`src/logic/watch_timer_regs.svh`:
```
// Summary of operation
// - reset loads the mode control register with 00H: stopped, divided main clock.
// - register takes whole-byte writes, and single-bit writes to bits 7..4, 1 and 0 without touching other bits.
// - bit 7 picks the timer clock: main clock over 128, or subsystem clock.
// - bits 6..4 pick interval 2^4..2^9 timer clocks; other codes are prohibited.
// - bit 1 low stops and clears the 5-bit counter; high lets it count.
// - bit 0 low stops everything, clearing prescaler and counter; high enables.
// - with bits 0 and 1 set, watch interrupt fires every half second.
// - clearing bit 1 alone restarts the counter but leaves the prescaler running.
// - interval interrupt fires each time the selected prescaler interval elapses.
// - watch and interval functions run together on the same interrupt.
// - interval interrupt uses the same watch interrupt line.
`ifndef WATCH_TIMER_REGS_SVH
`define WATCH_TIMER_REGS_SVH
`define WT_ADDR        16'hFF4A
`define WT_RESET       8'h00
`define WT_WRITE_MASK  8'hF3
`define WT_DIV_W       7
`define WT_PRE_W       9
`define WT_CNT_W       5
`define WT_INTV_BASE   4
`define WT_INTV_MAX    3'h5
`define WT_BIT_CLKSEL  3'h7
`define WT_BIT_RSV_HI  3'h3
`define WT_BIT_RSV_LO  3'h2
`endif

```
`src/logic/watch_timer_pkg.sv`:
```
`default_nettype none
package watch_timer_pkg;
    typedef struct packed {
        logic [15:0] addr;
        logic        wrByte;
        logic        wrBit;
        logic [2:0]  bitSel;
        logic        bitVal;
        logic [7:0]  wrData;
        logic        rdEn;
    } cpu_req_t;

    typedef struct packed {
        logic       clockSourceSel;
        logic [2:0] intervalSel;
        logic [1:0] reserved;
        logic       counterRun;
        logic       timerEnable;
    } watch_mode_ctrl_t;
endpackage : watch_timer_pkg
`default_nettype wire

```
`src/logic/watch_interval_timer.sv`:
```
`timescale 1ns/1ps
`default_nettype none
`include "watch_timer_regs.svh"
module watch_interval_timer #(
    parameter int DIV_W = `WT_DIV_W,
    parameter int PRE_W = `WT_PRE_W,
    parameter int CNT_W = `WT_CNT_W
) (
    input  wire logic                     ref_clk,
    input  wire logic                     rst_n,
    input  wire watch_timer_pkg::cpu_req_t cpuReq,
    input  wire logic                     subClk,
    output var  logic [7:0]               rdData,
    output var  logic                     watchIrq
);
    watch_timer_pkg::watch_mode_ctrl_t watchModeCtrl;
    logic [DIV_W-1:0] divCnt;
    logic [PRE_W-1:0] prescaler;
    logic [CNT_W-1:0] watchCnt;
    logic             subClkPrev;

    // register access decode
    wire        addrHit   = (cpuReq.addr == `WT_ADDR);
    wire        byteWr    = addrHit && cpuReq.wrByte;
    wire        bitWr     = addrHit && cpuReq.wrBit && !cpuReq.wrByte;
    wire        bitWrOk   = bitWr && (cpuReq.bitSel != `WT_BIT_RSV_HI)
                                  && (cpuReq.bitSel != `WT_BIT_RSV_LO);
    wire [7:0]  modeBits  = watchModeCtrl;
    wire [7:0]  bitMask   = 8'h01 << cpuReq.bitSel;
    wire [7:0]  bitMerged = cpuReq.bitVal ? (modeBits | bitMask) : (modeBits & ~bitMask);
    wire [7:0]  next_mode = byteWr  ? (cpuReq.wrData & `WT_WRITE_MASK) :
                            bitWrOk ? bitMerged : modeBits;

    wire timerEn  = watchModeCtrl.timerEnable;
    wire cntRun   = watchModeCtrl.counterRun;

    // timer clock source
    wire divTick  = (divCnt == {DIV_W{1'b1}});
    wire subTick  = subClk && !subClkPrev;
    wire tick     = watchModeCtrl.clockSourceSel ? subTick : divTick;

    // interval selection mask, prohibited codes treated as longest interval
    wire [2:0] intvCode = (watchModeCtrl.intervalSel > `WT_INTV_MAX) ?
                          `WT_INTV_MAX : watchModeCtrl.intervalSel;
    wire [3:0] intvLen  = 4'(`WT_INTV_BASE) + {1'h0, intvCode};
    logic [PRE_W-1:0] intvMask;
    genvar gi;
    generate
        for (gi = 0; gi < PRE_W; gi++) begin : g_mask
            assign intvMask[gi] = (4'(gi) < intvLen);
        end
    endgenerate

    wire preFull       = &prescaler;
    wire intervalEvent = timerEn && tick && (&(prescaler | ~intvMask));
    wire cntAdvance    = timerEn && cntRun && tick && preFull;
    wire watchEvent    = cntAdvance && (&watchCnt);
    wire [PRE_W-1:0] next_prescaler = !timerEn ? '0 :
                                      tick ? PRE_W'(prescaler + 1'b1) : prescaler;
    wire [CNT_W-1:0] next_watchCnt  = (!timerEn || !cntRun) ? '0 :
                                      cntAdvance ? CNT_W'(watchCnt + 1'b1) : watchCnt;
    wire [7:0]  next_rdData = (addrHit && cpuReq.rdEn) ? modeBits : 8'h00;

    always_ff @(posedge ref_clk) begin
        if (!rst_n) begin
            watchModeCtrl <= `WT_RESET;
        end else begin
            watchModeCtrl <= next_mode;
        end
    end

    // main clock divided by 128
    always_ff @(posedge ref_clk) begin
        if (!rst_n) begin
            divCnt     <= '0;
            subClkPrev <= 1'b0;
        end else begin
            divCnt     <= DIV_W'(divCnt + 1'b1);
            subClkPrev <= subClk;
        end
    end

    always_ff @(posedge ref_clk) begin
        if (!rst_n) begin
            prescaler <= '0;
            watchCnt  <= '0;
        end else begin
            prescaler <= next_prescaler;
            watchCnt  <= next_watchCnt;
        end
    end

    always_ff @(posedge ref_clk) begin
        if (!rst_n) begin
            watchIrq <= 1'b0;
            rdData   <= 8'h00;
        end else begin
            watchIrq <= watchEvent || intervalEvent;
            rdData   <= next_rdData;
        end
    end

    a_reset_value_zero: assert property (@(posedge ref_clk)
        !rst_n |=> watchModeCtrl == `WT_RESET)
        else $error("mode register not cleared by reset");

    a_byte_write_load: assert property (@(posedge ref_clk) disable iff (!rst_n)
        (addrHit && cpuReq.wrByte) |=> modeBits == ($past(cpuReq.wrData) & `WT_WRITE_MASK))
        else $error("byte write did not load mode register");

    a_bit_write_isolated: assert property (@(posedge ref_clk) disable iff (!rst_n)
        bitWrOk
        |=> (modeBits & $past(bitMask)) == ($past(cpuReq.bitVal) ? $past(bitMask) : 8'h00)
        && ((modeBits ^ $past(modeBits)) & ~$past(bitMask)) == 8'h00)
        else $error("bit write disturbed other bits");

    a_reserved_read_zero: assert property (@(posedge ref_clk) disable iff (!rst_n)
        watchModeCtrl.reserved == 2'h0)
        else $error("reserved bits not zero");

    a_clock_source_path: assert property (@(posedge ref_clk) disable iff (!rst_n)
        (!watchModeCtrl.clockSourceSel && timerEn && !divTick && !byteWr && !bitWr)
        |=> prescaler == $past(prescaler))
        else $error("prescaler moved without divided clock tick");

    a_disable_clears_all: assert property (@(posedge ref_clk) disable iff (!rst_n)
        !timerEn |=> prescaler == '0 && watchCnt == '0)
        else $error("disable did not clear prescaler and counter");

    a_counter_stop_clear: assert property (@(posedge ref_clk) disable iff (!rst_n)
        (timerEn && !cntRun) |=> watchCnt == '0)
        else $error("counter not cleared while stopped");

    a_prescaler_kept_run: assert property (@(posedge ref_clk) disable iff (!rst_n)
        (timerEn && !cntRun && !tick) |=> prescaler == $past(prescaler))
        else $error("prescaler cleared by counter stop");

    a_watch_overflow_irq: assert property (@(posedge ref_clk) disable iff (!rst_n)
        (timerEn && cntRun && tick && preFull && watchCnt == {CNT_W{1'b1}})
        |=> watchIrq && watchCnt == '0)
        else $error("watch overflow did not raise interrupt");

    a_interval_irq_raise: assert property (@(posedge ref_clk) disable iff (!rst_n)
        (timerEn && tick && (&(prescaler | ~intvMask))) |=> watchIrq)
        else $error("interval elapsed without interrupt");

    a_irq_needs_enable: assert property (@(posedge ref_clk) disable iff (!rst_n)
        watchIrq |-> $past(timerEn) && $past(tick))
        else $error("interrupt without enabled tick");

    // readback and write-path checks
    a_read_data_mode: assert property (@(posedge ref_clk) disable iff (!rst_n)
        (addrHit && cpuReq.rdEn) |=> rdData == $past(modeBits))
        else $error("read did not return mode register");

    a_read_miss_zero: assert property (@(posedge ref_clk) disable iff (!rst_n)
        !(addrHit && cpuReq.rdEn) |=> rdData == 8'h00)
        else $error("read data not zero outside a read");

    a_reserved_bit_ignored: assert property (@(posedge ref_clk) disable iff (!rst_n)
        (bitWr && (cpuReq.bitSel == `WT_BIT_RSV_HI || cpuReq.bitSel == `WT_BIT_RSV_LO))
        |=> modeBits == $past(modeBits))
        else $error("bit write to reserved bit changed register");

    a_no_write_holds: assert property (@(posedge ref_clk) disable iff (!rst_n)
        (!byteWr && !bitWr) |=> modeBits == $past(modeBits))
        else $error("mode register changed without a write");

    a_reset_outputs_low: assert property (@(posedge ref_clk)
        !rst_n |=> !watchIrq && rdData == 8'h00)
        else $error("outputs not cleared by reset");

    // timer-path checks
    a_divider_wraps: assert property (@(posedge ref_clk) disable iff (!rst_n)
        divTick |=> divCnt == '0)
        else $error("divider did not wrap after tick");

    a_divided_tick_step: assert property (@(posedge ref_clk) disable iff (!rst_n)
        (!watchModeCtrl.clockSourceSel && timerEn && divTick)
        |=> prescaler == PRE_W'($past(prescaler) + 1'h1))
        else $error("divided clock tick did not step prescaler");

    a_sub_clock_path: assert property (@(posedge ref_clk) disable iff (!rst_n)
        (watchModeCtrl.clockSourceSel && timerEn && !subTick)
        |=> prescaler == $past(prescaler))
        else $error("prescaler moved without subsystem clock edge");

    a_prescaler_counts: assert property (@(posedge ref_clk) disable iff (!rst_n)
        (timerEn && tick) |=> prescaler == PRE_W'($past(prescaler) + 1'h1))
        else $error("prescaler missed a tick");

    a_interval_min_span: assert property (@(posedge ref_clk) disable iff (!rst_n)
        intervalEvent |-> &prescaler[`WT_INTV_BASE-1:0])
        else $error("interval shorter than the shortest setting");

    a_interval_code_span: assert property (@(posedge ref_clk) disable iff (!rst_n)
        (intervalEvent && watchModeCtrl.intervalSel == `WT_INTV_MAX) |-> preFull)
        else $error("longest interval fired early");

    a_counter_advance: assert property (@(posedge ref_clk) disable iff (!rst_n)
        (timerEn && cntRun && tick && preFull && watchCnt != {CNT_W{1'h1}})
        |=> watchCnt == CNT_W'($past(watchCnt) + 1'h1))
        else $error("counter did not advance on prescaler wrap");

    a_counter_holds: assert property (@(posedge ref_clk) disable iff (!rst_n)
        (timerEn && cntRun && !(tick && preFull)) |=> watchCnt == $past(watchCnt))
        else $error("counter moved without prescaler wrap");

    a_disabled_no_irq: assert property (@(posedge ref_clk) disable iff (!rst_n)
        !timerEn |=> !watchIrq)
        else $error("interrupt while timer disabled");

    a_enable_starts_zero: assert property (@(posedge ref_clk) disable iff (!rst_n)
        $rose(timerEn) |-> prescaler == '0)
        else $error("prescaler not zero at enable");

    a_counter_restart_zero: assert property (@(posedge ref_clk) disable iff (!rst_n)
        $rose(cntRun) |-> watchCnt == '0)
        else $error("counter not zero at restart");

    a_watch_merge_irq: assert property (@(posedge ref_clk) disable iff (!rst_n)
        (timerEn && cntRun && tick && preFull) |=> watchIrq)
        else $error("counter step without interrupt pulse");

endmodule : watch_interval_timer
`default_nettype wire

```
`config.mk`:
```
export PLATFORM = sky130hd
export DESIGN_NAME = watch_interval_timer
export DESIGN_NICKNAME = d
export VERILOG_FILES = /design/src/logic/watch_timer_pkg.sv /design/src/logic/watch_interval_timer.sv
export VERILOG_INCLUDE_DIRS = /design/src /design/src/logic
export SDC_FILE = /design/constraint.sdc
export NUM_CORES = 1
export LEC_CHECK = 0
export BUFFER_PORTS_ARGS = -buffer_cell sky130_fd_sc_hd__buf_4
export CORE_UTILIZATION = 50
export CTS_BUF_LIST = sky130_fd_sc_hd__clkbuf_16
export CTS_CLUSTER_SIZE = 8
export DETAILED_ROUTE_END_ITERATION = 10
export PLACE_DENSITY = 0.71
export SKIP_CTS_REPAIR_TIMING = 1
export SYNTH_ARGS = -nofsm -noshare
export SYNTH_HDL_FRONTEND = slang
export SYNTH_SLANG_ARGS = --single-unit
export TNS_END_PERCENT = 1
```
`constraint.sdc`:
```
create_clock -name ref_clk -period 2.5 [get_ports ref_clk]
set_clock_uncertainty 0.1 [all_clocks]
set_input_delay 0.5 -clock ref_clk [delete_from_list [all_inputs] [get_ports ref_clk]]
set_output_delay 0.5 -clock ref_clk [all_outputs]
set_load 0.01 [all_outputs]
```
==> flow_summary.toml <==
[status]
outcome = "finished, final reports clean"

[yosys]
syn_inst = 187
synth-seq-cells = 39
synth_warnings = 0
syn-num-nets = 226
synth_cell_types = 39
syn_area_mm2 = 0.001803
yosysSeqAreaShare = 0.4330
avgSynthCellArea_um2 = 9.642

[grt]
grt-ovfl-total = 0
grt_use_total = 0.2223
grt_pass1_wl_um = 6003
grt_pass1_vias = 1371
grt_max_degree = 21
antenna_found_initial = 0

[clocking]
insertion_delay_ns = 0.28
cts_max_path_buffers = 2
clkTransAtPathRegs_ns = 0.06
cts-root-buf = "clkbuf_16"
cts_buffers = 5
htree_levels = 2
cts_sinks = 39
tritoncts = "yes"

[pwr]
peakVddDrop_mv = 0.3267
power.leakage_nw = 0.9741
powerDensity_mw_per_mm2 = 607.4

[route]
routedWlPerCell_um = 13.39
wl_um = 3709
drc = 0
drt_pass1_iterations = 4
vias = 1492
ant_nets = 0
vias_per_cell = 5.386
initialDrtViolationCount = 51

[sta]
timing.fmax_ghz = 0.4910
setup_viol = 0
min_period_ns = 2.037
worst_slew_pin_slew_ns = 0.4670
tns_ns = 0
fin_crit_sh = 0.8146
rsz0062_at_grt = "no"
hold_viol_final = 0
drv_slew = 0
slew_headroom = 0.6863

[worst_hold_path]
whs_endpoint = "subClkPrev"
min-delay-start = "subClk"
hold_path_class = "primary input to register"
worstHoldPathCells = 2

[worst_setup_path]
crit_path_max_fanout = 16
critPathCaptureType = "register"
r2r-end = "watchCnt[4]"
reg2reg_slack_ns = 0.46
r2r_start = "divCnt[0]"
cp_data_arrival_time_ns = 2.10
crit_path_start_kind = "register"
cp.required_ns = 2.56
worst_r2r_path_depth = 6
worstSetupPathType = "register to register"

[finish]
stdcell_count = 277
stdcell_area_mm2 = 0.002302
n_antenna_cell = 0
drive_gt1_frac = 0.2771
area_growth_pct = 27.69
nets = 269

[placed_design]
gp_congestion = 0.7878
dp_hpwl_um = 2700
postPlaceCellArea_mm2 = 0.002138
place_inst = 269
numPortBuffers = 40

[die]
die-area_mm2 = 0.003850
ios = 43
initial_utilization = 0.5319
die_w_um = 62.05
rows = 21
die_y_um = 62.05
core_mm2 = 0.003390

[flow_run]
maxCapViolCount = 0
logic make-up (layout without fill, tap and decap cells):
group / count (synthesis) / after routing / share of synthesized area
AO/OA/AOI/OAI: 22 / 22 / 0.07912
XOR/XNOR: 12 / 12 / 0.05829
adder cells (fa/ha/maj): 5 / 5 / 0.03470
buffers and inverters: 8 / 52 / 0.02082
flip-flops: 39 / 39 / 0.4330
multiplexers: 15 / 15 / 0.08744
AND/OR/NAND/NOR: 86 / 86 / 0.2866
flip-flops by register name, summed over array words and instances (netlist names), named ones only:
name,cells
watchIrq,1
timerEn,1
rdData,8
modeBits,4
prescaler,9
divCnt,7
cntRun,1
subClkPrev,1
watchCnt,5
routing by layer:
layer,routed length (um),GRT usage
met3,181,0.06004
met5,0,0
met2,1885,0.3845
met4,47,0.08571
met1,1594,0.2608
cell usage after synthesis (all sizes together):
library cell,n,area [um2]
a221oi,1,8.760
inv,4,15.01
nand3b,2,15.01
xor2,2,17.52
nand2b,2,12.51
a21oi,6,30.03
a211oi,1,7.510
dfxtp,39,780.8
buf,1,11.26
nand2,16,62.56
o41a,1,21.27
xnor2,10,87.58
nor3,5,52.55
and2,13,81.33
and3,4,25.02
or2,1,6.260
clkbuf,3,11.26
o22ai,6,37.54
nand3,10,55.05
nor2,18,67.56
nor2b,2,12.51
ha,5,62.56
nand4bb,1,11.26
nor3b,2,15.01
nand4,3,25.02
mux2,6,67.56
a21boi,1,7.510
and4,1,8.760
or3,3,18.77
or4b,1,13.76
mux2i,9,90.09
o21ai,6,30.03
nor4,2,33.78
where the power goes:
part	internal (mW)	switching, mW	total, mW
Sequential	0.627	0.00377	0.630
Combinational	0.0445	0.0261	0.0706
Clock	0.465	0.233	0.697
critical path, cell delays in order (launching register included):
cell and delay (ns):
dfxtp_1 0.36, ha_1 0.21, nand3_2 0.13, o41a_4 0.57
nor2_1 0.27, mux2i_1 0.23, nor2_1 0.05
metrics by stage:
step / utilization / hold WS (ns) / power, mW / setup slack (ns)
2_1_floorplan: - / 0.3210 / 0.6673 / 0.5929
3_3_place_gp: 0.6309 / 0.3383 / 0.7115 / 0.3353
3_5_place_dp: 0.6309 / 0.3462 / 0.7145 / 0.2800
4_1_cts: 0.6792 / 0.3302 / 1.413 / 0.4528
5_1_grt: 0.6792 / 0.3484 / 1.451 / 0.2186
6_report: 0.6792 / 0.3317 / 1.398 / 0.4634
worst max-delay path by stage:
stage                     slack [ns]          from      endpoint  cells past startpoint
after detailed placement        0.28    cpuReq[20]   modeBits[7]                      5
after CTS                       0.45     divCnt[0]  prescaler[7]                      6
after global placement          0.34    cpuReq[20]        cntRun                      5
after floorplan                 0.59    cpuReq[20]        cntRun                      4
final                           0.46     divCnt[0]   watchCnt[4]                      6
after global routing            0.22  prescaler[0]   watchCnt[4]                      8
cell usage in the layout (no fill, tap or decap), types with 5 or more instances in the layout:
cell type,n
a21oi_1,6
and2_1,13
buf_4,40
clkbuf_16,5
dfxtp_1,39
ha_1,5
mux2_2,6
mux2i_1,9
nand2_1,15
nand3_1,9
nor2_1,18
o21ai_0,6
o22ai_1,6
xnor2_1,10
area by class of cell:
cell class / instances / area (um2)
multi-input cells: 140 / 984.7
flip-flops and latches: 39 / 780.7
well taps: 46 / 57.56
fillers: 269 / 1087
clock inverters: 3 / 38.79
inverters: 4 / 15.01
clock buffers: 5 / 125.1
repair buffers: 40 / 300.3
Note: power is estimated with default switching activity, not from simulation.
